<file path="config.mk">
export PLATFORM = sky130hd
export DESIGN_NAME = cis_core_interrupt_sequencer
export DESIGN_NICKNAME = d
export VERILOG_FILES = /design/src/cis_pkg.sv /design/src/cis_core_interrupt_sequencer.sv
export SDC_FILE = /design/constraint.sdc
export NUM_CORES = 1
export LEC_CHECK = 0
export BUFFER_PORTS_ARGS = -buffer_cell sky130_fd_sc_hd__buf_2
export CORE_MARGIN = 2
export CORE_UTILIZATION = 50
export CTS_CLUSTER_DIAMETER = 40
export DETAILED_ROUTE_END_ITERATION = 8
export PLACE_DENSITY = 0.81
export SLEW_MARGIN = 10
export SYNTH_ARGS = -nofsm -noshare
export SYNTH_HDL_FRONTEND = slang
export SYNTH_SLANG_ARGS = --single-unit
</file>
<file path="constraint.sdc">
create_clock -name sys_clk -period 4.2 [get_ports sys_clk]
set_input_delay 0.21 -clock sys_clk [delete_from_list [all_inputs] [get_ports sys_clk]]
set_output_delay 0.21 -clock sys_clk [all_outputs]
set_load 0.05 [all_outputs]
</file>
<file path="src/cis_pkg.sv">
// Purpose: shared constants and types of the core interrupt sequencer
// Assumes: one core clock, word-addressed program memory
// Notes:   source count and boot start are plain defaults
package cis_pkg;
  localparam int          CIS_NSRC      = 8;
  localparam int          CIS_PCW       = 14;
  localparam int          CIS_SPW       = 16;
  localparam int          CIS_VEC_STEP  = 2;
  localparam logic [13:0] CIS_BOOT_BASE = 14'h3800;
  localparam logic [13:0] CIS_APP_BASE  = 14'h0000;
  localparam logic [13:0] CIS_RST_VEC   = 14'h0000;
  localparam int          CIS_GIE_BIT   = 7;
  localparam logic [7:0]  CIS_STATUS_REG_RST  = 8'h00;
  localparam logic [15:0] CIS_SP_RST    = 16'h0000;
  localparam logic [15:0] CIS_SP_CALL   = 16'h0002;
  // entry and return cycle figures, at 250 MHz the figures are cycles
  localparam int          CIS_ENTRY_CYC = 4;
  localparam int          CIS_WAKE_CYC  = 4;
  localparam int          CIS_RETURN_FROM_IRQ_INSTR_CYC  = 4;
  localparam int          CIS_JMP_CYC   = 3;
  localparam logic [2:0]  CIS_ENTRY_CNT = 3'(CIS_ENTRY_CYC - 1);
  localparam logic [2:0]  CIS_WAKE_CNT  = 3'(CIS_WAKE_CYC - 1);
  localparam logic [2:0]  CIS_RETURN_FROM_IRQ_INSTR_CNT  = 3'(CIS_RETURN_FROM_IRQ_INSTR_CYC - 1);
  localparam logic [2:0]  CIS_JMP_CNT   = 3'(CIS_JMP_CYC - 1);

  typedef enum logic [2:0] {
    CIS_RUN   = 3'h0,
    CIS_WAKE  = 3'h1,
    CIS_ENTRY = 3'h2,
    CIS_JUMP  = 3'h3,
    CIS_RETURN_FROM_IRQ_INSTR  = 3'h4
  } cis_state_t;

  // instruction pipeline status bundle
  typedef struct packed {
    logic boundary;   // last cycle of an instruction
    logic seiInstr;
    logic cliInstr;
    logic retiInstr;
    logic asleep;
  } cis_pipe_t;

  // control bits not held in the status register
  typedef struct packed {
    logic vectorTableSelect;
    logic bootResetVectorFuse;
    logic appBootLockBit;
    logic bootSectionLockBit;
  } cis_cfg_t;
endpackage

</file>
<file path="src/cis_core_interrupt_sequencer.sv">
// Purpose: interrupt and reset sequencing of an 8-bit core
// Assumes: requests come from logic on sys_clk; pipeline flags a boundary
// Notes:   source 0 is the highest priority after reset
// Function
// - each source has its own low vector
// - lower vector address wins arbitration
// - serve only when individual and global enabled
// - select bit and fuse relocate vectors
// - lock bits may suppress by program counter
// - entry clears global enable
// - software set enable allows nesting
// - entry clears the served flag
// - writing one clears a flag
// - disabled flag requests stay latched
// - level requests only while present
// - one instruction runs after return
// - status register not saved automatically
// - clear enable takes effect at once
// - one instruction runs after set enable
// - entry takes four cycles, pushes counter
// - vector jump takes three cycles
// - multi-cycle instruction finishes before entry
// - wake from sleep adds four cycles
// - return takes four cycles, pops counter
// - program counter is fourteen bits
// - core runs undivided, single cycle ALU
// - global enable is status bit seven
// - push lowers stack pointer by two
`timescale 1ns/1ps
module cis_core_interrupt_sequencer
  import cis_pkg::*;
(
  // clock and reset
  input  wire logic                 sys_clk,
  input  wire logic                 nrst,
  // interrupt sources
  input  wire logic [CIS_NSRC-1:0] reqEvent,
  input  wire logic [CIS_NSRC-1:0] reqLevel,
  input  wire logic [CIS_NSRC-1:0] isLevelType,
  input  wire logic [CIS_NSRC-1:0] irqEnable,
  // software flag clear, one bit clears one flag
  input  wire logic                 flagClrWr,
  input  wire logic [CIS_NSRC-1:0] flagClrData,
  // status register write
  input  wire logic                 statusWr,
  input  wire logic [7:0]           statusWrData,
  // configuration and pipeline
  input  wire cis_cfg_t             cfg,
  input  wire cis_pipe_t            pipe,
  input  wire logic [CIS_PCW-1:0]  curPc,
  // outputs to pipeline
  output logic [CIS_NSRC-1:0]       flagStatus,
  output logic [7:0]                statusReg,
  output logic                      coreHold,
  output logic                      vectorLoad,
  output logic [CIS_PCW-1:0]        vectorAddr,
  output logic [CIS_SPW-1:0]        stackPtr,
  output logic [CIS_PCW-1:0]        retPc,
  output logic                      pushPc,
  output logic                      popPc
);

  ////////////////////////////////////////////////////////////////////////
  // operating notes
  //
  // sequencer states
  //   run:   core executes, requests looked at on boundaries
  //   wake:  extra cycles when the core sleeps at the take
  //   entry: return address pushed, stack pointer lowered
  //   jump:  the jump at the vector, then the vector load
  //   return_from_irq_instr:  return address popped, global enable restored
  //
  // take conditions, all in one cycle
  //   state is run and the pipeline shows a boundary
  //   some enabled source is pending
  //   global enable bit is set
  //   no clear-enable instruction ends in this cycle
  //   no return instruction ends in this cycle
  //   no hold-off after set-enable or return
  //   lock bits do not block the current section
  //
  // priority
  //   source index 0 sits at the lowest vector
  //   lower index always wins, no rotation
  //   the winner is frozen at the take edge, so a
  //   later request cannot change the vector in flight
  //
  // event sources
  //   a high request cycle sets the flag
  //   the flag stays set while masked
  //   the flag clears when its vector is taken
  //   software clears it by writing a one
  //   a new event in the clear cycle keeps it set,
  //   so an event is never lost to a late clear
  //
  // level sources
  //   no flag is kept, the raw level is used
  //   a level gone before enabling causes nothing
  //   the source must drop its level in the handler,
  //   or the core re-enters one instruction after return
  //
  // global enable
  //   cleared by hardware at the take edge
  //   cleared at once by the clear instruction
  //   set by the set instruction or at return end
  //   software may write the whole status byte;
  //   hardware updates of bit seven win over it
  //
  // hold-off
  //   after a return one instruction must run
  //   after a set from disabled one instruction runs
  //   it ends on the next boundary in run state
  //
  // stack pointer
  //   lowered by two at the take edge
  //   raised by two when a return is accepted
  //   no check against the bottom of data memory;
  //   software must set it up before enabling
  //
  // reset vector
  //   vector register is cleared by reset
  //   first cycle after release picks the reset
  //   vector, boot start when the fuse is set
  //   second cycle loads it into the pipeline
  //   core is held for both cycles
  //
  // vector table
  //   table base is app or boot start by select bit
  //   entry n sits at base plus step times n plus one
  //   slot zero of the table belongs to reset
  //
  // timing
  //   entry four cycles, jump three cycles
  //   wake adds four cycles ahead of entry
  //   return four cycles
  //   sleep start-up time is outside this block
  //
  // limitations
  //   status flags other than bit seven are not
  //   touched; handlers save them themselves
  //   lock check uses the pc of the boundary cycle

  ////////////////////////////////////////////////////////////////////////
  // helpers

  // base address of the vector table
  function automatic logic [CIS_PCW-1:0] vecBase(input logic boot);
    vecBase = boot ? CIS_BOOT_BASE : CIS_APP_BASE;
  endfunction

  cis_state_t                state_r;
  cis_state_t                state_nxt;
  logic [2:0]                cnt_r;
  logic [CIS_NSRC-1:0]       flag_r;
  logic [7:0]                status_reg_r;
  logic [CIS_SPW-1:0]        sp_r;
  logic                      holdOff_r;
  logic [$clog2(CIS_NSRC)-1:0] win_r;
  logic [$clog2(CIS_NSRC)-1:0] win;
  logic                      anyReq;
  logic [CIS_NSRC-1:0]       pend;
  logic                      lockBlock;
  logic                      gie;
  logic                      take;
  logic                      pcInBoot;
  logic                      rstVecArm_r;
  logic                      rstVecDone_r;

  assign gie = status_reg_r[CIS_GIE_BIT];

  ////////////////////////////////////////////////////////////////////////
  // request pending and arbitration

  // lock bits block sources while running from the other section
  assign pcInBoot  = curPc >= CIS_BOOT_BASE;
  assign lockBlock = (cfg.appBootLockBit && !pcInBoot && cfg.vectorTableSelect)
                  || (cfg.bootSectionLockBit && pcInBoot
                      && !cfg.vectorTableSelect);

  // flags for event sources, raw level for level sources
  always_comb begin
    for (int i = 0; i < CIS_NSRC; i++) begin
      pend[i] = (isLevelType[i] ? reqLevel[i] : flag_r[i])
                && irqEnable[i];
    end
  end

  // lowest index wins, loop runs high to low
  always_comb begin
    win    = '0;
    anyReq = 1'b0;
    for (int i = CIS_NSRC - 1; i >= 0; i--) begin
      if (pend[i]) begin
        win    = ($clog2(CIS_NSRC))'(i);
        anyReq = 1'b1;
      end
    end
  end

  // cli in the same cycle beats any request; holdOff covers sei and return_from_irq_instr
  assign take = (state_r == CIS_RUN) && pipe.boundary && anyReq && gie
             && !pipe.cliInstr && !holdOff_r && !lockBlock
             && !pipe.retiInstr;

  ////////////////////////////////////////////////////////////////////////
  // sequencer

  always_comb begin
    state_nxt = state_r;
    unique case (state_r)
      CIS_RUN: begin
        if (take) begin
          state_nxt = pipe.asleep ? CIS_WAKE : CIS_ENTRY;
        end else if (pipe.retiInstr && pipe.boundary) begin
          state_nxt = CIS_RETURN_FROM_IRQ_INSTR;
        end
      end
      CIS_WAKE:  if (cnt_r == '0) state_nxt = CIS_ENTRY;
      CIS_ENTRY: if (cnt_r == '0) state_nxt = CIS_JUMP;
      CIS_JUMP:  if (cnt_r == '0) state_nxt = CIS_RUN;
      CIS_RETURN_FROM_IRQ_INSTR:  if (cnt_r == '0) state_nxt = CIS_RUN;
      default:   state_nxt = CIS_RUN;
    endcase
  end

  always_ff @(posedge sys_clk or negedge nrst) begin
    if (!nrst) begin
      state_r <= CIS_RUN;
    end else begin
      state_r <= state_nxt;
    end
  end

  // cycle counter loaded on every state change
  always_ff @(posedge sys_clk or negedge nrst) begin
    if (!nrst) begin
      cnt_r <= '0;
    end else if (state_nxt != state_r) begin
      unique case (state_nxt)
        CIS_WAKE:  cnt_r <= CIS_WAKE_CNT;
        CIS_ENTRY: cnt_r <= CIS_ENTRY_CNT;
        CIS_JUMP:  cnt_r <= CIS_JMP_CNT;
        CIS_RETURN_FROM_IRQ_INSTR:  cnt_r <= CIS_RETURN_FROM_IRQ_INSTR_CNT;
        default:   cnt_r <= '0;
      endcase
    end else if (cnt_r != '0) begin
      cnt_r <= cnt_r - 3'h1;
    end
  end

  // winner captured at the take edge, where wake or entry starts
  always_ff @(posedge sys_clk or negedge nrst) begin
    if (!nrst) begin
      win_r <= '0;
    end else if (take) begin
      win_r <= win;
    end
  end

  // one instruction must pass after sei with gie clear or return_from_irq_instr before a take
  always_ff @(posedge sys_clk or negedge nrst) begin
    if (!nrst) begin
      holdOff_r <= 1'b0;
    end else if (state_r == CIS_RETURN_FROM_IRQ_INSTR && cnt_r == '0) begin
      holdOff_r <= 1'b1;
    end else if (pipe.seiInstr && pipe.boundary && !gie) begin
      holdOff_r <= 1'b1;
    end else if (pipe.boundary && state_r == CIS_RUN) begin
      holdOff_r <= 1'b0;
    end
  end

  ////////////////////////////////////////////////////////////////////////
  // flags: set wins over any clear

  always_ff @(posedge sys_clk or negedge nrst) begin
    if (!nrst) begin
      flag_r <= '0;
    end else begin
      for (int i = 0; i < CIS_NSRC; i++) begin
        if (reqEvent[i]) begin
          flag_r[i] <= 1'b1;
        end else if (flagClrWr && flagClrData[i]) begin
          flag_r[i] <= 1'b0;
        end else if (take && win == i[$clog2(CIS_NSRC)-1:0]
                     && !isLevelType[i]) begin
          flag_r[i] <= 1'b0;
        end
      end
    end
  end

  ////////////////////////////////////////////////////////////////////////
  // status register: only bit seven is touched by hardware

  always_ff @(posedge sys_clk or negedge nrst) begin
    if (!nrst) begin
      status_reg_r <= CIS_STATUS_REG_RST;
    end else begin
      if (statusWr) begin
        status_reg_r <= statusWrData;
      end
      if (take) begin
        status_reg_r[CIS_GIE_BIT] <= 1'b0;
      end else if (pipe.cliInstr) begin
        status_reg_r[CIS_GIE_BIT] <= 1'b0;
      end else if (pipe.seiInstr) begin
        status_reg_r[CIS_GIE_BIT] <= 1'b1;
      end else if (state_r == CIS_RETURN_FROM_IRQ_INSTR && cnt_r == '0) begin
        status_reg_r[CIS_GIE_BIT] <= 1'b1;
      end
    end
  end

  ////////////////////////////////////////////////////////////////////////
  // stack pointer and program counter transfer

  always_ff @(posedge sys_clk or negedge nrst) begin
    if (!nrst) begin
      sp_r <= CIS_SP_RST;
    end else if (take) begin
      sp_r <= sp_r - CIS_SP_CALL;
    end else if (pipe.retiInstr && pipe.boundary && state_r == CIS_RUN) begin
      sp_r <= sp_r + CIS_SP_CALL;
    end
  end

  always_ff @(posedge sys_clk or negedge nrst) begin
    if (!nrst) begin
      retPc <= '0;
    end else if (take) begin
      retPc <= curPc;
    end
  end

  // vector of a winner, table relocatable to boot start
  always_ff @(posedge sys_clk or negedge nrst) begin
    if (!nrst) begin
      vectorAddr <= CIS_RST_VEC;
    end else if (!rstVecArm_r) begin
      // reset vector settles one cycle before its load
      vectorAddr <= cfg.bootResetVectorFuse ? CIS_BOOT_BASE
                                            : CIS_RST_VEC;
    end else if (state_r == CIS_ENTRY && cnt_r == '0) begin
      vectorAddr <= vecBase(cfg.vectorTableSelect)
        + CIS_PCW'(CIS_VEC_STEP) * (CIS_PCW'(win_r) + 14'h0001);
    end
  end

  // reset vector: pick in first cycle, load in second
  always_ff @(posedge sys_clk or negedge nrst) begin
    if (!nrst) begin
      rstVecArm_r  <= 1'b0;
      rstVecDone_r <= 1'b0;
    end else begin
      rstVecArm_r  <= 1'b1;
      rstVecDone_r <= rstVecArm_r;
    end
  end

  ////////////////////////////////////////////////////////////////////////
  // outputs

  assign flagStatus = flag_r;
  assign statusReg  = status_reg_r;
  assign stackPtr   = sp_r;
  assign pushPc     = state_r == CIS_ENTRY && cnt_r == CIS_ENTRY_CNT;
  assign popPc      = state_r == CIS_RETURN_FROM_IRQ_INSTR && cnt_r == CIS_RETURN_FROM_IRQ_INSTR_CNT;
  assign coreHold   = state_r != CIS_RUN || !rstVecDone_r;
  // second cycle after reset loads the reset vector; single clock
  assign vectorLoad = (state_r == CIS_JUMP && cnt_r == '0)
                   || (rstVecArm_r && !rstVecDone_r);
endmodule

</file>
# Word-level counts from Yosys, hierarchy flattened

Cells that the tools add are included.

Add/subtract/negate cells: 5
Multiply operators: 0
Divide/modulo/power cells: 0
Order comparisons: 1
Equality and inequality tests: 18
Shift-type cells: 0
Mux-type cells: 72
Bitwise logic cells: 0
Reductions and logical operators: 91

Operators with widths:

| cell                    | number |
|---|---|
| $mux W14                | 4 |
| $logic_and A1 B1 Y1     | 53 |
| $mux W1                 | 47 |
| $mux W3                 | 15 |
| $reduce_bool A3 Y1      | 11 |
| $mux W16                | 2 |
| $eq A3 B2 Y1 const B    | 7 |
| $eq A3 B3 Y1 const B    | 6 |
| $add A16 B2 Y16 const B | 1 |
| $logic_not A1 Y1        | 16 |
| $sub A16 B2 Y16 const B | 1 |
| $add A14 B5 Y14         | 1 |
| $ge A14 B14 Y1 const B  | 1 |
| $pmux W3 S4             | 1 |
| $eq A3 B1 Y1 const B    | 3 |
| $logic_not A3 Y1        | 3 |
| $mux W8                 | 1 |
| $reduce_bool A5 Y1      | 1 |
| $add A3 B1 Y4 const B   | 1 |
| $pmux W2 S2             | 1 |
| $reduce_bool A2 Y1      | 2 |
| $logic_or A1 B1 Y1      | 3 |
| $ne A3 B3 Y1            | 1 |
| $reduce_or A3 Y1        | 1 |
| 4 further kinds         | 4 |

Register bits: 72
Bits in latches: 0
Memory bits (writable): 0
Bits in read-only memories: 0
Input port bits: 75
Output and inout port bits: 64
Logic and storage cells: 206
Memories kept: 0

# Depth between registers and ports, before layout

Depth after elaboration: 22
Mapped depth: 12
Depth with buffers taken out: 11

# Least setup slack after synthesis

Ideal clock, no wire load.

Kind: register to register
Start: register status_reg_r[7] (netlist: statusReg[7])
End: register sp_r[15] (netlist: stackPtr[15])
Setup time: 0.082 ns
Data arrival time: 3.616 ns
Required time: 4.118 ns
Setup slack: 0.502 ns
Stages on the path, launching flop included: 12
Buffers on the path: 0
Period minus slack after synthesis: 3.698 ns
Cell sequence: dfrtp_1 inv_1 or4_4 nor4_4 o21a_1 ha_1 a211oi_1 nor2_1 or4_1 a221oi_1 mux2i_1 xor2_1

Word-level cells in the longest chain between the ends: 6
Elaborated cells on any way between the ends: 7
Classes of those cells: 1 x mux; 6 x reduce/logical

RTL lines:

| item                                                  | line                                | text |
|---|---|---|
| from (decl)                                           | cis_core_interrupt_sequencer.sv:155 | `logic [7:0] status_reg_r;` |
| from (signal assigned)                                | cis_core_interrupt_sequencer.sv:301 | `status_reg_r <= statusWrData;` |
| $logic_and A1 B1 Y1 (*)                               | cis_core_interrupt_sequencer.sv:201 | `assign take = (state_r == CIS_RUN) && pipe.boundary && anyReq && gie` |
| $logic_and A1 B1 Y1 (*) (3 in a row)                  | cis_core_interrupt_sequencer.sv:202 | `&& !pipe.cliInstr && !holdOff_r && !lockBlock` |
| $logic_and A1 B1 Y1 (*)                               | cis_core_interrupt_sequencer.sv:203 | `&& !pipe.retiInstr;` |
| named net take                                        | cis_core_interrupt_sequencer.sv:164 | `logic take;` |
| $mux W16 / $reduce_bool A2 Y1 (equally long branches) | -                                   |  |
| to (signal assigned)                                  | cis_core_interrupt_sequencer.sv:322 | `sp_r <= sp_r - CIS_SP_CALL;` |
| to (signal assigned)                                  | cis_core_interrupt_sequencer.sv:324 | `sp_r <= sp_r + CIS_SP_CALL;` |
| to (decl)                                             | cis_core_interrupt_sequencer.sv:156 | `logic [CIS_SPW-1:0] sp_r;` |

Mark *: on every way through the listed nets, which the timed path passes. The rest lies on a longest branch.
A chain may end at the register's enable or synchronous reset.

# Worst setup path in the final report

Start: register state_r[0]
End: register sp_r[14] (netlist: stackPtr[14])

Word-level cells in the longest chain between the ends: 9
Elaborated cells on any way between the ends: 11
Classes of those cells: 1 x mux; 10 x reduce/logical

RTL lines:

| item                                                  | line                                | text |
|---|---|---|
| from (decl)                                           | cis_core_interrupt_sequencer.sv:151 | `cis_state_t state_r;` |
| from (signal assigned)                                | cis_core_interrupt_sequencer.sv:230 | `state_r <= state_nxt;` |
| $logic_not A3 Y1 (*)                                  | cis_core_interrupt_sequencer.sv:201 |  |
| $logic_and A1 B1 Y1 (*) (3 in a row)                  | cis_core_interrupt_sequencer.sv:201 |  |
| $logic_and A1 B1 Y1 (*) (3 in a row)                  | cis_core_interrupt_sequencer.sv:202 |  |
| $logic_and A1 B1 Y1 (*)                               | cis_core_interrupt_sequencer.sv:203 |  |
| named net take                                        | cis_core_interrupt_sequencer.sv:164 |  |
| $mux W16 / $reduce_bool A2 Y1 (equally long branches) | -                                   |  |

Marks and branches as above.

==> run_results.csv <==
group,metric,value,unit
clock_network,clkTransAtPathRegs,0.07,ns
sta,slew_headroom,32.9,%
sta,clock_skew,0.00877,ns
route,dr.pass1.iters,5,
clock_network,cts_buffer_depth,2,
setup_path,crit_fanout,16,
placed_design,portBuffers,130,
sta,hold_viol_final,0,
setup_path,required,4.42,ns
sta,rsz0062_at_grt,"false",
floorplan,ios,139,
route,vias,3533,
route,drtAntennaViolNets,0,
placed_design,hpwlAfterDp,7540,µm
synthesis,synth_area_leader_cell,"dfrtp_1",
sta,drv_slew,0,
synthesis,netlist_area,3810,µm²
clock_network,numCtsBuffers,9,
synthesis,avgSynthCellArea,9.57,µm²
setup_path,crit_arrival,4.12,ns
global_route,grt_util_all_layers,24.3,%
layout,fin_area,4670,µm²
clock_network,ctsResizeCount,0,
power_and_ir_drop,peakVddDrop,386,µV
clock_network,htreeDepth,3,
clock_network,cts_setup_buffers,0,
synthesis,post-synth-top-count-cell,"nand2_1",
synthesis,synth_ff_type,"dfrtp_1",
route,drc_errors,0,
layout,fill_cells,619,
global_route,grt_pass1_vias,3538,
floorplan,die_width,91.3,µm
sta,layout_min_cycle_time,3.90,ns
synthesis,synth_compound_area_share,16.0,%
synthesis,synth_adder_area_share,6.11,%
power_and_ir_drop,powerDensity,538,nW/µm²
job,drv_cap,0,
status,status,"complete, no violations",
synthesis,synth_xor_area_share,2.53,%
worst_hold_path,hold_class,"in2async",
global_route,antenna_found_initial,0,
synthesis,synth_mux_area_share,9.99,%
floorplan,die_y,91.3,µm
floorplan,core,7330,µm²
sta,tightest_slew,1.01,ns
sta,final-setup-viol-count,0,
clock_network,cts_root_buf,"clkbuf_8",
synthesis,synth_cell_type_count,67,
synthesis,ys_ff_latch,62,
layout,antenna_cells,0,
synthesis,synth_cells,398,
clock_network,hold_buffers,0,
synthesis,yosys-top-cells-count,"nand2_1 (64), dfrtp_1 (62), a21oi_1 (30), mux2_2 (27), nor2_1 (25)",
clock_network,cts_tree,"yes",
synthesis,ys_warn_count,0,
route,vias_per_cell,5.63,
sta,finalCritPeriodShare,92.9,%
global_route,overflow,0,
floorplan,num_rows,31,
synthesis,seq_area_frac_synth,40.7,%
floorplan,die-area,8330,µm²
power_and_ir_drop,p_total,2.51,mW
global_route,grt_pass1_wl,16500,µm
synthesis,synth-simple-area-share,20.1,%
synthesis,synth_area_leaders,"dfrtp_1 (41%), mux2_2 (8.0%), nand2_1 (6.3%), ha_1 (5.6%), a21oi_1 (3.9%)",
setup_path,crit_type,"reg2reg",
synthesis,synth_enable_flop_cells,0,
sta,fmax,256,MHz
layout,fin_nets,617,
global_route,grt_max_degree,63,
route,drt-total-wl,9890,µm
setup_path,cp-start-kind,"register",
synthesis,synth_top_area_share,40.7,%
route,wl_per_cell,15.8,µm
sta,whs,0.0386,ns
synthesis,synth_top_family_by_area,"simple AND/OR/NAND/NOR gates",
synthesis,async_flop_share,100,%
power_and_ir_drop,power.static_leakage,2.43,nW
sta,tns,0,ns
clock_network,cts_sinks,62,
placed_design,postPlaceCellArea,4500,µm²
route,drt_iter0_markers,168,
placed_design,place.gp.congestion,0.910,
layout,area_delta_synth_final,22.6,%
clock_network,insertion_delay,0.33,ns
layout,drive_gt1_share,36.4,%
setup_path,cp-end-kind,"register",
floorplan,start_util,52.0,%
==> final cells by class <==
cell class / instances / area [µm²] / area share, %
multi-input combinational: 311 / 2120 / 45.5
sequential: 62 / 1550 / 33.2
timing repair buffer: 132 / 666 / 14.3
clock buffer: 11 / 151 / 3.24
tap: 99 / 124 / 2.65
inverter: 8 / 30.0 / 0.643
clock inverter: 4 / 22.5 / 0.482
==> through the flow <==
stage | utilization (%) | std cells | setup slack, ns
final | 63.7 | 627 | 0.300
after CTS | 63.7 | 627 | 0.303
after floorplan | - | 405 | 0.502
after detailed placement | 61.3 | 612 | 0.422
after global routing | 63.7 | 627 | 0.0602
after global placement | 61.3 | 612 | 0.512
==> registers in the layout, indices dropped and copies added (netlist names) <==
| signal | flops |
|---|---|
| rstVecArm_r | 1 |
| cnt_r | 3 |
| flagStatus | 8 |
| win_r | 3 |
| state_r | 3 |
| retPc | 14 |
| holdOff_r | 1 |
| vectorAddr | 5 |
| stackPtr | 15 |
| rstVecDone_r | 1 |
| statusReg | 8 |
==> path summary, 6_finish.rpt <==
path / start / endpoint / slack, ns / cells after the start
worst max-delay path: state_r[0]$_DFF_PN0_ / stackPtr[14]$_DFFE_PN0P_ / 0.30 / 11
worst min-delay path: nrst / flagStatus[3]$_DFFE_PN0P_ / 0.04 / 2
worst max register to register: state_r[0]$_DFF_PN0_ / stackPtr[14]$_DFFE_PN0P_ / 0.30 / 11
worst min register to register: retPc[9]$_DFFE_PN0P_ / retPc[9]$_DFFE_PN0P_ / 0.46 / 2
max in group asynchronous: nrst / stackPtr[7]$_DFFE_PN0P_ / 3.64 / 2
min in group sys_clk: reqEvent[6] / flagStatus[6]$_DFFE_PN0P_ / 0.06 / 2
==> critical path: stages (launching register included) <==
cell and delay [ns]:
dfrtp_1 0.53, nor2_1 0.29, nand2_1 0.15, nor4_4 0.27, o21a_1 0.45, ha_1 0.33, a211o_1 0.33, a2111oi_0 0.46
nor2_1 0.21, o41ai_2 0.37, xnor2_1 0.11, mux2_2 0.26
==> power breakdown <==
group          switching [mW]  internal, mW
Combinational           0.801         0.357
Sequential              0.137         0.747
Clock                   0.230         0.240
Total                    1.17          1.34
==> logic make-up after synthesis <==
kind of cell,Yosys count
simple gates,151
compound gates,88
flops,62
mux,34
buf+inv,32
fa+ha+maj,18
xor+xnor,11
other cells,2
==> placed cells by master (no fill, tap or decap), types with 3 or more instances in the layout <==
cell / count
a31o_2: 5
inv_1: 8
clkinv_2: 3
nand4_1: 4
nor2_1: 25
or3_1: 4
xnor2_1: 7
mux2i_1: 5
mux2_2: 27
conb_1: 9
nand2b_1: 6
o21ai_0: 11
clkbuf_8: 11
nor3_1: 7
ha_1: 17
buf_2: 130
dfrtp_1: 62
nand2_1: 64
a21oi_1: 30
o21a_1: 5
xor2_1: 4
a21o_1: 4
nor2b_1: 3
nand3_1: 12
a211oi_1: 4
o311ai_0: 3
==> layer usage <==
metal / routed length (µm) / share of wire (%) / track usage [%] / up-vias
met2: 4910 / 50 / 41.9 / 138
li1: - / - / - / 1677
met4: 250 / 2.5 / 9.34 / 0
met5: 0 / 0 / 0 / -
met1: 4170 / 42 / 30.6 / 1691
met3: 548 / 5.5 / 3.98 / 27
No activity file was read; power rests on OpenSTA's default activity.
